$ cat src/design/iam_pkg.sv
// Shared constants, types and decode functions for the access control entry matcher.
// Assumes a single clock domain; all header fields and settings arrive as plain levels.
`default_nettype none

package iam_pkg;

    localparam int unsigned BYTE_W = 8;
    localparam int unsigned ADDR_W = 32;
    localparam int unsigned FRAG_OFF_W = 13;

    // Well-known protocol numbers used by the shortcut protocol settings
    localparam logic [7:0] PROTO_ICMP4 = 8'h01;
    localparam logic [7:0] PROTO_ICMP6 = 8'h3A;
    localparam logic [7:0] PROTO_UDP = 8'h11;
    localparam logic [7:0] PROTO_TCP = 8'h06;

    // Index of each yes/no/any criterion in the checker array
    localparam int unsigned NUM_FLAGS = 4;
    localparam int unsigned FLAG_TTL = 0;
    localparam int unsigned FLAG_FRAG = 1;
    localparam int unsigned FLAG_OPT = 2;
    localparam int unsigned FLAG_HOP = 3;

    // Values after reset and result timing
    localparam logic RST_VALID = 1'b0;
    localparam logic RST_HIT = 1'b0;
    localparam logic [2:0] RST_L4_EN = 3'h0;
    localparam logic RST_SYNC = 1'b0;
    localparam int unsigned RESULT_LATENCY = 1;

    typedef enum logic [1:0] {
        ET_ANY = 2'h0,
        ET_IPV4 = 2'h1,
        ET_IPV6 = 2'h2
    } iam_frame_type_t;

    typedef enum logic [2:0] {
        PS_ANY = 3'h0,
        PS_SPECIFIC = 3'h1,
        PS_ICMP = 3'h2,
        PS_UDP = 3'h3,
        PS_TCP = 3'h4
    } iam_proto_sel_t;

    // CLEAR: flag must be false; SET: flag must be true
    typedef enum logic [1:0] {
        TS_ANY = 2'h0,
        TS_CLEAR = 2'h1,
        TS_SET = 2'h2
    } iam_tern_t;

    typedef enum logic [1:0] {
        AM_ANY = 2'h0,
        AM_HOST = 2'h1,
        AM_NETWORK = 2'h2
    } iam_addr_mode_t;

    typedef enum logic {
        SS_ANY = 1'b0,
        SS_SPECIFIC = 1'b1
    } iam_src6_sel_t;

    // Protocol or next-header check shared by both address families
    function automatic logic iam_proto_match(input iam_proto_sel_t sel, input logic [7:0] field,
                                             input logic [7:0] value, input logic [7:0] icmp_num);
        logic ok;
        ok = 1'b0;
        case (sel)
            PS_ANY: ok = 1'b1;
            PS_SPECIFIC: ok = (field == value);
            PS_ICMP: ok = (field == icmp_num);
            PS_UDP: ok = (field == PROTO_UDP);
            PS_TCP: ok = (field == PROTO_TCP);
            default: ok = 1'b0;
        endcase
        return ok;
    endfunction : iam_proto_match

    // Which layer-4 criteria groups a protocol setting opens: {icmp, udp, tcp}
    function automatic logic [2:0] iam_l4_enable(input iam_proto_sel_t sel);
        logic [2:0] en;
        en = 3'h0;
        case (sel)
            PS_ICMP: en = 3'h4;
            PS_UDP: en = 3'h2;
            PS_TCP: en = 3'h1;
            default: en = 3'h0;
        endcase
        return en;
    endfunction : iam_l4_enable

endpackage : iam_pkg

`default_nettype wire

$ cat src/design/iam_flag_check.sv
// Three-way criterion on one header flag: don't-care, must be clear, must be set.
// Purely combinational; the caller registers the result.
`default_nettype none

module iam_flag_check
    import iam_pkg::*;
(
    input wire iam_pkg::iam_tern_t sel_i,
    input wire logic flag_i,
    output logic ok_o
);

    import iam_pkg::*;

    always_comb begin
        case (sel_i)
            TS_ANY: ok_o = 1'b1;
            TS_CLEAR: ok_o = !flag_i;
            TS_SET: ok_o = flag_i;
            default: ok_o = 1'b0;
        endcase
    end

endmodule : iam_flag_check

`default_nettype wire

$ cat src/design/iam_addr_check.sv
// Address criterion: don't-care, exact host, or network under a mask.
// Purely combinational; a zero mask bit makes that address bit don't-care.
`default_nettype none

module iam_addr_check
    import iam_pkg::*;
(
    input wire iam_pkg::iam_addr_mode_t mode_i,
    input wire logic [iam_pkg::ADDR_W-1:0] frame_addr_i,
    input wire logic [iam_pkg::ADDR_W-1:0] cfg_addr_i,
    input wire logic [iam_pkg::ADDR_W-1:0] cfg_mask_i,
    output logic ok_o
);

    import iam_pkg::*;

    always_comb begin
        case (mode_i)
            AM_ANY: ok_o = 1'b1;
            AM_HOST: ok_o = (frame_addr_i == cfg_addr_i);
            AM_NETWORK: ok_o = ((frame_addr_i & cfg_mask_i) == (cfg_addr_i & cfg_mask_i));
            default: ok_o = 1'b0;
        endcase
    end

endmodule : iam_addr_check

`default_nettype wire

$ cat src/design/iam_matcher.sv
// Match logic for one access control entry: IPv4 and IPv6 header criteria to a hit flag.
// Assumes header fields come from the ingress parser on sys_clk_i, qualified by frame_valid_i,
// and that the entry settings are held steady by management logic on the same clock.
//
// How it works
// RL1: IPv4 criteria apply only when the entry's frame type selection is IPv4.
// RL2: The IPv4 protocol setting is any, specific, ICMP, UDP or TCP, the last three opening their further criteria.
// RL3: With the specific protocol setting the frame's protocol byte must equal the configured byte.
// RL4: The time-to-live setting zero requires TTL of zero, non-zero requires TTL above zero, any ignores it.
// RL5: A frame is fragmented when more-fragments is set or the offset is above zero; no, yes and any act on that.
// RL6: The options setting no rejects frames with options, yes requires them, any ignores them.
// RL7: The IPv4 source setting is any, host equality, or network equality under the source mask.
// RL8: The IPv4 destination setting is any, host equality, or network equality under the destination mask.
// RL9: The IPv6 next header setting is any, specific, ICMP, UDP or TCP, the last three opening their further criteria.
// RL10: With the specific next header setting the frame's next header byte must equal the configured byte.
// RL11: The IPv6 source setting is any or specific, the latter comparing against an address and mask.
// RL12: The IPv6 source comparison covers only the low 32 address bits, with 32-bit address and mask.
// RL13: A zero mask bit is don't-care; the masked frame bits must equal the configured address ANDed with the mask.
// RL14: The hop limit setting zero requires a hop limit of zero, non-zero requires one above zero, any ignores it.
// RL15: A hit is reported only when every criterion not set to don't-care holds for the same frame.
`default_nettype none

module iam_matcher
    import iam_pkg::*;
(
    input wire logic sys_clk_i,
    input wire logic rst_n_i,
    // Header fields from the ingress parser
    input wire logic frame_valid_i,
    input wire logic frame_is_ipv4_i,
    input wire logic frame_is_ipv6_i,
    input wire logic [iam_pkg::BYTE_W-1:0] ip_proto_i,
    input wire logic [iam_pkg::BYTE_W-1:0] ip_ttl_i,
    input wire logic ip_more_frag_i,
    input wire logic [iam_pkg::FRAG_OFF_W-1:0] ip_frag_offset_i,
    input wire logic ip_options_i,
    input wire logic [iam_pkg::ADDR_W-1:0] ip_src_addr_i,
    input wire logic [iam_pkg::ADDR_W-1:0] ip_dst_addr_i,
    input wire logic [iam_pkg::BYTE_W-1:0] ip6_next_hdr_i,
    input wire logic [iam_pkg::ADDR_W-1:0] ip6_src_low_i,
    input wire logic [iam_pkg::BYTE_W-1:0] ip6_hop_limit_i,
    // Entry settings
    input wire iam_pkg::iam_frame_type_t access_control_entry_type_i,
    input wire iam_pkg::iam_proto_sel_t cfg_proto_sel_i,
    input wire logic [iam_pkg::BYTE_W-1:0] cfg_proto_value_i,
    input wire iam_pkg::iam_tern_t cfg_ttl_sel_i,
    input wire iam_pkg::iam_tern_t cfg_frag_sel_i,
    input wire iam_pkg::iam_tern_t cfg_options_sel_i,
    input wire iam_pkg::iam_addr_mode_t source_ip_criterion_i,
    input wire logic [iam_pkg::ADDR_W-1:0] cfg_src_addr_i,
    input wire logic [iam_pkg::ADDR_W-1:0] cfg_src_mask_i,
    input wire iam_pkg::iam_addr_mode_t destination_ip_criterion_i,
    input wire logic [iam_pkg::ADDR_W-1:0] cfg_dst_addr_i,
    input wire logic [iam_pkg::ADDR_W-1:0] cfg_dst_mask_i,
    input wire iam_pkg::iam_proto_sel_t cfg_next_hdr_sel_i,
    input wire logic [iam_pkg::BYTE_W-1:0] cfg_next_hdr_value_i,
    input wire iam_pkg::iam_src6_sel_t cfg_ip6_src_sel_i,
    input wire logic [iam_pkg::ADDR_W-1:0] cfg_ip6_src_addr_i,
    input wire logic [iam_pkg::ADDR_W-1:0] source_ipv6_low_mask_i,
    input wire iam_pkg::iam_tern_t cfg_hop_sel_i,
    // Result
    output logic result_valid_o,
    output logic hit_o,
    output logic icmp_crit_en_o,
    output logic udp_crit_en_o,
    output logic tcp_crit_en_o
);

    import iam_pkg::*;

    // Reset synchroniser: asserts at once, releases after two edges
    logic rst_meta;
    logic rst_sync_n;

    always_ff @(posedge sys_clk_i or negedge rst_n_i) begin
        if (!rst_n_i) begin
            rst_meta <= RST_SYNC;
            rst_sync_n <= RST_SYNC;
        end else begin
            rst_meta <= 1'b1;
            rst_sync_n <= rst_meta;
        end
    end

    // Yes/no/any criteria, one checker each
    logic [NUM_FLAGS-1:0] flag_val;
    logic [NUM_FLAGS-1:0] flag_ok;
    iam_tern_t flag_sel [NUM_FLAGS];

    assign flag_val[FLAG_TTL] = (ip_ttl_i != '0); // RL4
    assign flag_val[FLAG_FRAG] = ip_more_frag_i || (ip_frag_offset_i != '0); // RL5
    assign flag_val[FLAG_OPT] = ip_options_i; // RL6
    assign flag_val[FLAG_HOP] = (ip6_hop_limit_i != '0); // RL14
    assign flag_sel[FLAG_TTL] = cfg_ttl_sel_i;
    assign flag_sel[FLAG_FRAG] = cfg_frag_sel_i;
    assign flag_sel[FLAG_OPT] = cfg_options_sel_i;
    assign flag_sel[FLAG_HOP] = cfg_hop_sel_i;

    genvar g;
    generate
        for (g = 0; g < NUM_FLAGS; g++) begin : g_flag
            iam_flag_check u_flag (
                .sel_i(flag_sel[g]),
                .flag_i(flag_val[g]),
                .ok_o(flag_ok[g])
            );
        end
    endgenerate

    // Address criteria
    logic src4_ok;
    logic dst4_ok;
    logic src6_ok;
    iam_addr_mode_t src6_mode;

    assign src6_mode = (cfg_ip6_src_sel_i == SS_SPECIFIC) ? AM_NETWORK : AM_ANY; // RL11

    iam_addr_check u_src4 (
        .mode_i(source_ip_criterion_i), // RL7
        .frame_addr_i(ip_src_addr_i),
        .cfg_addr_i(cfg_src_addr_i),
        .cfg_mask_i(cfg_src_mask_i),
        .ok_o(src4_ok)
    );

    iam_addr_check u_dst4 (
        .mode_i(destination_ip_criterion_i), // RL8
        .frame_addr_i(ip_dst_addr_i),
        .cfg_addr_i(cfg_dst_addr_i),
        .cfg_mask_i(cfg_dst_mask_i),
        .ok_o(dst4_ok)
    );

    // Low 32 bits only, masked compare
    iam_addr_check u_src6 (
        .mode_i(src6_mode), // RL12 RL13
        .frame_addr_i(ip6_src_low_i),
        .cfg_addr_i(cfg_ip6_src_addr_i),
        .cfg_mask_i(source_ipv6_low_mask_i),
        .ok_o(src6_ok)
    );

    // Per-family verdicts and result register
    logic v4_ok;
    logic v6_ok;
    logic next_valid;
    logic next_hit;
    logic [2:0] next_l4_en;
    logic [2:0] l4_en;

    always_comb begin
        v4_ok = frame_is_ipv4_i
              && iam_proto_match(cfg_proto_sel_i, ip_proto_i, cfg_proto_value_i, PROTO_ICMP4) // RL2 RL3
              && flag_ok[FLAG_TTL] && flag_ok[FLAG_FRAG] && flag_ok[FLAG_OPT]
              && src4_ok && dst4_ok; // RL15
        v6_ok = frame_is_ipv6_i
              && iam_proto_match(cfg_next_hdr_sel_i, ip6_next_hdr_i, cfg_next_hdr_value_i, PROTO_ICMP6) // RL9 RL10
              && src6_ok && flag_ok[FLAG_HOP]; // RL15
        next_valid = frame_valid_i;
        next_hit = 1'b0;
        next_l4_en = 3'h0;
        if (frame_valid_i) begin
            case (access_control_entry_type_i)
                ET_ANY: begin
                    next_hit = 1'b1;
                end
                ET_IPV4: begin
                    next_hit = v4_ok; // RL1
                    next_l4_en = iam_l4_enable(cfg_proto_sel_i); // RL2
                end
                ET_IPV6: begin
                    next_hit = v6_ok;
                    next_l4_en = iam_l4_enable(cfg_next_hdr_sel_i); // RL9
                end
                default: begin
                    next_hit = 1'b0;
                end
            endcase
        end
    end

    always_ff @(posedge sys_clk_i or negedge rst_sync_n) begin
        if (!rst_sync_n) begin
            result_valid_o <= RST_VALID;
            hit_o <= RST_HIT;
            l4_en <= RST_L4_EN;
        end else begin
            result_valid_o <= next_valid;
            hit_o <= next_hit;
            l4_en <= next_l4_en;
        end
    end

    assign icmp_crit_en_o = l4_en[2];
    assign udp_crit_en_o = l4_en[1];
    assign tcp_crit_en_o = l4_en[0];

    logic v4_in;
    logic v6_in;
    assign v4_in = frame_valid_i && (access_control_entry_type_i == ET_IPV4) && frame_is_ipv4_i;
    assign v6_in = frame_valid_i && (access_control_entry_type_i == ET_IPV6) && frame_is_ipv6_i;
endmodule : iam_matcher

`default_nettype wire

$ cat config.mk
export PLATFORM = sky130hd
export DESIGN_NAME = iam_matcher
export DESIGN_NICKNAME = d
export VERILOG_FILES = /design/src/design/iam_pkg.sv /design/src/design/iam_flag_check.sv /design/src/design/iam_addr_check.sv /design/src/design/iam_matcher.sv
export SDC_FILE = /design/constraint.sdc
export NUM_CORES = 1
export LEC_CHECK = 0
export ABC_AREA = 1
export BUFFER_PORTS_ARGS = -buffer_cell sky130_fd_sc_hd__buf_2
export CORE_AREA = 2 2 148 150
export DETAILED_ROUTE_END_ITERATION = 10
export DIE_AREA = 0 0 150 152
export GPL_TIMING_DRIVEN = 0
export PLACE_DENSITY = 0.55
export RECOVER_POWER = 50
export REMOVE_ABC_BUFFERS = 1
export SLEW_MARGIN = 20
export SYNTH_ARGS = -nofsm -noshare
export SYNTH_HDL_FRONTEND = slang
export SYNTH_SLANG_ARGS = --single-unit
$ cat constraint.sdc
create_clock -name sys_clk_i -period 1 [get_ports sys_clk_i]
set_input_delay 0.3 -clock sys_clk_i [delete_from_list [all_inputs] [get_ports sys_clk_i]]
set_output_delay 0.3 -clock sys_clk_i [all_outputs]
set_load 0.1 [all_outputs]
Word-level counts from Yosys, hierarchy flattened
Index checks and enable logic that the tools add are counted.
W data, S select, Z words.

cells by class
  equal/unequal tests = 38
  mux-type cells = 16
  bitwise gates (word level) = 6
  reductions and logical operators = 27

operator list
  operator              count
  $and A32 B32 Y32      6
  $eq A32 B32 Y1        6
  $pmux W1 S3           8
  $pmux W3 S3           2
  $eq A2 B1 Y1 const B  8
  $eq A2 B2 Y1 const B  8
  $eq A8 B3 Y1 const B  2
  $eq A8 B5 Y1 const B  2
  $eq A8 B8 Y1          2
  $logic_not A2 Y1      8
  $reduce_bool A8 Y1    2
  $reduce_bool A13 Y1   1
  $eq A3 B2 Y1 const B  4
  $pmux W1 S5           2
  $logic_and A1 B1 Y1   9
  $eq A8 B1 Y1 const B  1
  $eq A8 B6 Y1 const B  1
  $eq A3 B1 Y1 const B  2
  $eq A3 B3 Y1 const B  2
  $logic_not A3 Y1      2
  $pmux W3 S2           1
  $logic_not A1 Y1      4
  $mux W3               1
  $mux W2               1
  2 further kinds       2

word-level totals
  input port bits = 377
  output and inout port bits = 5
  register bits = 7
  word-level logic and storage cells = 92

Depth between registers and ports, before layout
  depth in word-level cells = 10
  mapped depth = 15
  mapped depth without buffers = 15

Modules after synthesis
From an unflattened synthesis, not the netlist that was laid out.

second synthesis, totals
  cell total of the unflattened synthesis = 922
  area total of the unflattened synthesis = 4058.9 µm²

modules (own cells, without submodules)
  module          times used  cells each  area an instance (µm²)  seq. area each (µm²)
  iam_addr_check  3           243         984.7                   0.0
  iam_matcher     1           169         1014.7                  175.2
  iam_flag_check  4           6           22.5                    0.0

Least setup slack after synthesis
Ideal clock, no wire load.

  kind = input to register
  start = input port cfg_next_hdr_sel_i[2]
  end = register hit_o
  data required time = 0.885 ns
  cell stages on the path = 12
  setup slack = -0.373 ns
  data arrival time = 1.258 ns
  setup time = 0.115 ns
  buffers on the path = 0
  cell sequence = inv_2 > nand2_4 > or2_4 > a21o_1 > nand3_1 > nor2_1 > nand2_1 > nand2_1 > nand2_1 > nand2_1 > nor2_1 > nor2_1

between the ends
  longest elaborated chain between the ends = 7
  elaborated cells between the ends (all ways) = 11
  those cells by class = eq/ne (4); mux (3); reduce/logical (4)

RTL lines
  item                                        RTL line            text
  start: declaration                          iam_matcher.sv:55   input wire iam_pkg::iam_proto_sel_t cfg_next_hdr_sel_i,
  $eq A3 B3 Y1, or another cell as far along  iam_pkg.sv:68       case (sel)
  $pmux W1 S5 *                               iam_pkg.sv:68
  $logic_and A1 B1 Y1 *                       iam_matcher.sv:157  && iam_proto_match(cfg_next_hdr_sel_i, ip6_next_hdr_i, cfg_next_hdr_value_i, PROTO_ICMP6)
  $logic_and A1 B1 Y1 * (2 in a row)          iam_matcher.sv:158  && src6_ok && flag_ok[FLAG_HOP];
  $pmux W1 S3 *                               iam_matcher.sv:163  case (access_control_entry_type_i)
  $mux W1 *                                   iam_matcher.sv:162  if (frame_valid_i) begin
  named net next_hit                          iam_matcher.sv:147  logic next_hit;
  end signal: assignment                      iam_matcher.sv:189  hit_o <= next_hit;
  end: declaration                            iam_matcher.sv:63   output logic hit_o,

The timed path passes the listed nets; every way through them passes the cells marked *.

Worst setup path in the final report
  start = input port ip6_src_low_i[9] (netlist name)
  end = register hit_o

between the ends
  longest elaborated chain between the ends = 7
  elaborated cells between the ends (all ways) = 8
  those cells by class = eq/ne (2); mux (3); bitwise (1); reduce/logical (2)

RTL lines
  item                                RTL line              text
  start: declaration                  iam_matcher.sv:40     input wire logic [iam_pkg::ADDR_W-1:0] ip6_src_low_i,
  $and A32 B32 Y32                    iam_addr_check.sv:21  AM_NETWORK: ok_o = ((frame_addr_i & cfg_mask_i) == (cfg_addr_i & cfg_mask_i));
  $eq A32 B32 Y1                      iam_addr_check.sv:21
  $pmux W1 S3 *                       iam_addr_check.sv:18  case (mode_i)
  $logic_and A1 B1 Y1 * (2 in a row)  iam_matcher.sv:158
  $pmux W1 S3 *                       iam_matcher.sv:163
  $mux W1 *                           iam_matcher.sv:162
  named net next_hit                  iam_matcher.sv:147

Marks and branches as above.

==> impl_metrics.toml <==
[run_status]
status = "finished with violations"
violations = "setup timing"

[die]
die_x_um = 150
ios = 382
rows = 54
dieArea_um2 = 22800
initial_core_util = 0.172
fp.dieH_um = 152
core-area_um2 = 21400

[sta]
min_period_ns = 1.39
setup_ws_ns = -0.392
hold_violations = 0
skew_ns = 0.000198
max_freq_ghz = 0.718
tns_ns = -0.839
rsz0062_at_grt = "true"
timing.final.crit_share = 1.39
drv_slew = 0
final-setup-viol-count = 7

[run]
cap_violations = 0

[place]
dp.cells = 1482
dp_hpwl_um = 15900
portBuffers = 381
gp_congestion = 0.866
pre_cts_ws_ns = -0.792

[synthesis]
yosysWarnings = 0
synth_top_cell_area_share = 0.380
synth.cell_area_um2 = 3670
synth_cell_types = 34
synth_top_cell_by_area = "nand2_1"
netlist_instances = 821
synthFlopType = "dfrtp_1"
ys_ff_latch = 7
synth_seq_area_share = 0.0477
async_flop_share = 1.00
yosysMostFrequentCell = "nand2_1"
synth_commonest_cells = "nand2_1, inv_1, nand3_1"
synth-edff-count = 0
synth.area.top_cells = "nand2_1, inv_1, nand3_1"
synth_area_per_cell_um2 = 4.47

[global_route]
grt_pass1_wl_um = 24900
grt_usage = 0.137
overflow = 0
grt_antenna_before_repair = 4
grt_pass1_vias = 5559
grt_max_degree = 11

[clock_tree]
cts_buffer_depth = 2
htree_levels = 1
numCtsBuffers = 3
cts_tree = "built"
cts_num_sinks = 7
root_buffer = "clkbuf_16"
cts.clk_slew.worst_paths_ns = 0.03
clk_latency_ns = 0.23

[setup_path]
cpMaxStageDelayCell = "or2_0"
crit_type = "in -> reg"
start_kind = "input port"
path_cells = "buf_2 -> or2_0 -> nand3_1 -> nand2_1 -> nor2_1 -> nand2_1 -> nor2_2 -> nand2_1 -> a21oi_2 -> nand2_1 -> nand2_1 -> nor2_1 -> nor2_1"
cp-end-kind = "flip-flop"
rr_startpoint = "rst_meta"
reg2reg_to = "rst_sync_n"
rrSetupSlack_ns = 0.54
r2r_cells = 0
cp_top_family = "simple AND/OR/NAND/NOR gates"
worst_path_largest_cell_delay_ns = 0.21
cpMostUsedCell = "nand2_1"
cp_max_fo = 2
required_ns = 1.15
crit_buf_inv = 1
critPathArrivalTime_ns = 1.54

[final_layout]
instances_no_fill = 1497
nets = 1598
fillCellCount = 2507
drive_above_1_share = 0.355
syn2layout_area_growth_pct = 72.2

[route]
wire_per_inst_um = 11.3
drt-vias-per-instance = 3.99
drt_drc_violations_left = 0
vias = 5974
wl_um = 16900
first_pass_iters = 4
first_iter_violations = 135
ant_nets = 0

[power_and_ir_drop]
power_frac_comb = 0.689
power_mw = 3.10
pwr-share-seq = 0.097
pwr-share-clk = 0.213
p_leak_nw = 4.23
p_sw_frac = 0.394
peakVddDrop_mv = 0.375
power.switching_mw = 1.22
pwr_density_cell_nw_per_um2 = 490
p_int_mw = 1.88

[hold_path]
hold_path.class = "reg -> async"
cell families (layout without fill, tap and decap cells):
family                     Yosys count  in the layout  share of synthesized area
buffers and inverters              186            581                      0.190
other                                1              2                    0.00102
AOI/OAI and AO/OA                   13             13                     0.0245
DFF                                  7              7                     0.0477
and+or+nand+nor                    590            590                      0.675
xor gates and xnor gates            20             20                     0.0477
adders and majority gates            4              4                     0.0136
how the worst max path moves through the flow:
stage                                from    end  slack (ns)  cells after the start
floorplan           cfg_next_hdr_sel_i[2]  hit_o       -0.37                     12
global placement      ip_frag_offset_i[7]  hit_o       -0.79                     11
detailed placement    ip_frag_offset_i[7]  hit_o       -0.79                     11
CTS                      ip6_src_low_i[9]  hit_o       -0.47                     13
global route        cfg_next_hdr_sel_i[1]  hit_o       -0.58                     15
finish                   ip6_src_low_i[9]  hit_o       -0.39                     13
power by group through the flow:
stage / clock network (mW) / logic [mW] / registers (mW)
after floorplan: 0 / 0.936 / 0.340
after global placement: 0 / 2.00 / 0.303
after detailed placement: 0 / 2.04 / 0.303
after CTS: 0.677 / 2.13 / 0.302
after global routing: 0.701 / 2.44 / 0.304
final: 0.662 / 2.14 / 0.302
metal layers:
layer / track usage / wire (um) / up-vias
met1: 0.134 / 6170 / 2465
met3: 0.0303 / 1650 / 16
met2: 0.286 / 8900 / 253
li1: - / - / 3236
met5: 0 / 27 / -
met4: 0.0225 / 182 / 4
registers in the layout (all words and copies together) (netlist names):
name and cells:
hit_o 1, rst_meta 1, l4_en 3, result_valid_o 1, rst_sync_n 1
timing repair:
action,4_1_cts,5_1_grt
hold buffers,1,0
setup buffers,6,3
endpoints found under the hold margin,2,0
cloned,0,0
gates resized for setup,43,16
pin swaps,11,14
setup endpoints to repair,8,9
layout by cell type, fill, tap and decap left out, types with 4 or more instances in the layout:
cell / count
buf_2: 373
nand2_1: 367
inv_1: 181
nand3_1: 103
nor2_1: 66
xnor2_1: 12
buf_4: 9
nand3b_1: 8
nand4_1: 8
xor2_1: 7
dfrtp_1: 7
nor2_2: 6
nand2_2: 5
nand3_2: 4
inv_2: 4
buf_12: 4
through the flow:
stage	hold slack (ns)	utilization	area (um2)
finish	0.0729	0.296	6330
global route	0.0981	0.296	6330
CTS	0.0839	0.292	6230
detailed placement	0.0808	0.278	5930
global placement	0.0810	0.278	5930
floorplan	0.00441	-	3670
cell type report:
class,instances,area [um2],area share
Multi-Input combinational cell,628,2940,0.464
Timing Repair Buffer,391,2080,0.328
Inverter,186,706,0.112
Tap cell,280,350,0.0554
Sequential cell,7,175,0.0277
Clock buffer,4,78.8,0.0125
Antenna cell,1,2.50,0.000395
(Power assumes the default switching activity.)
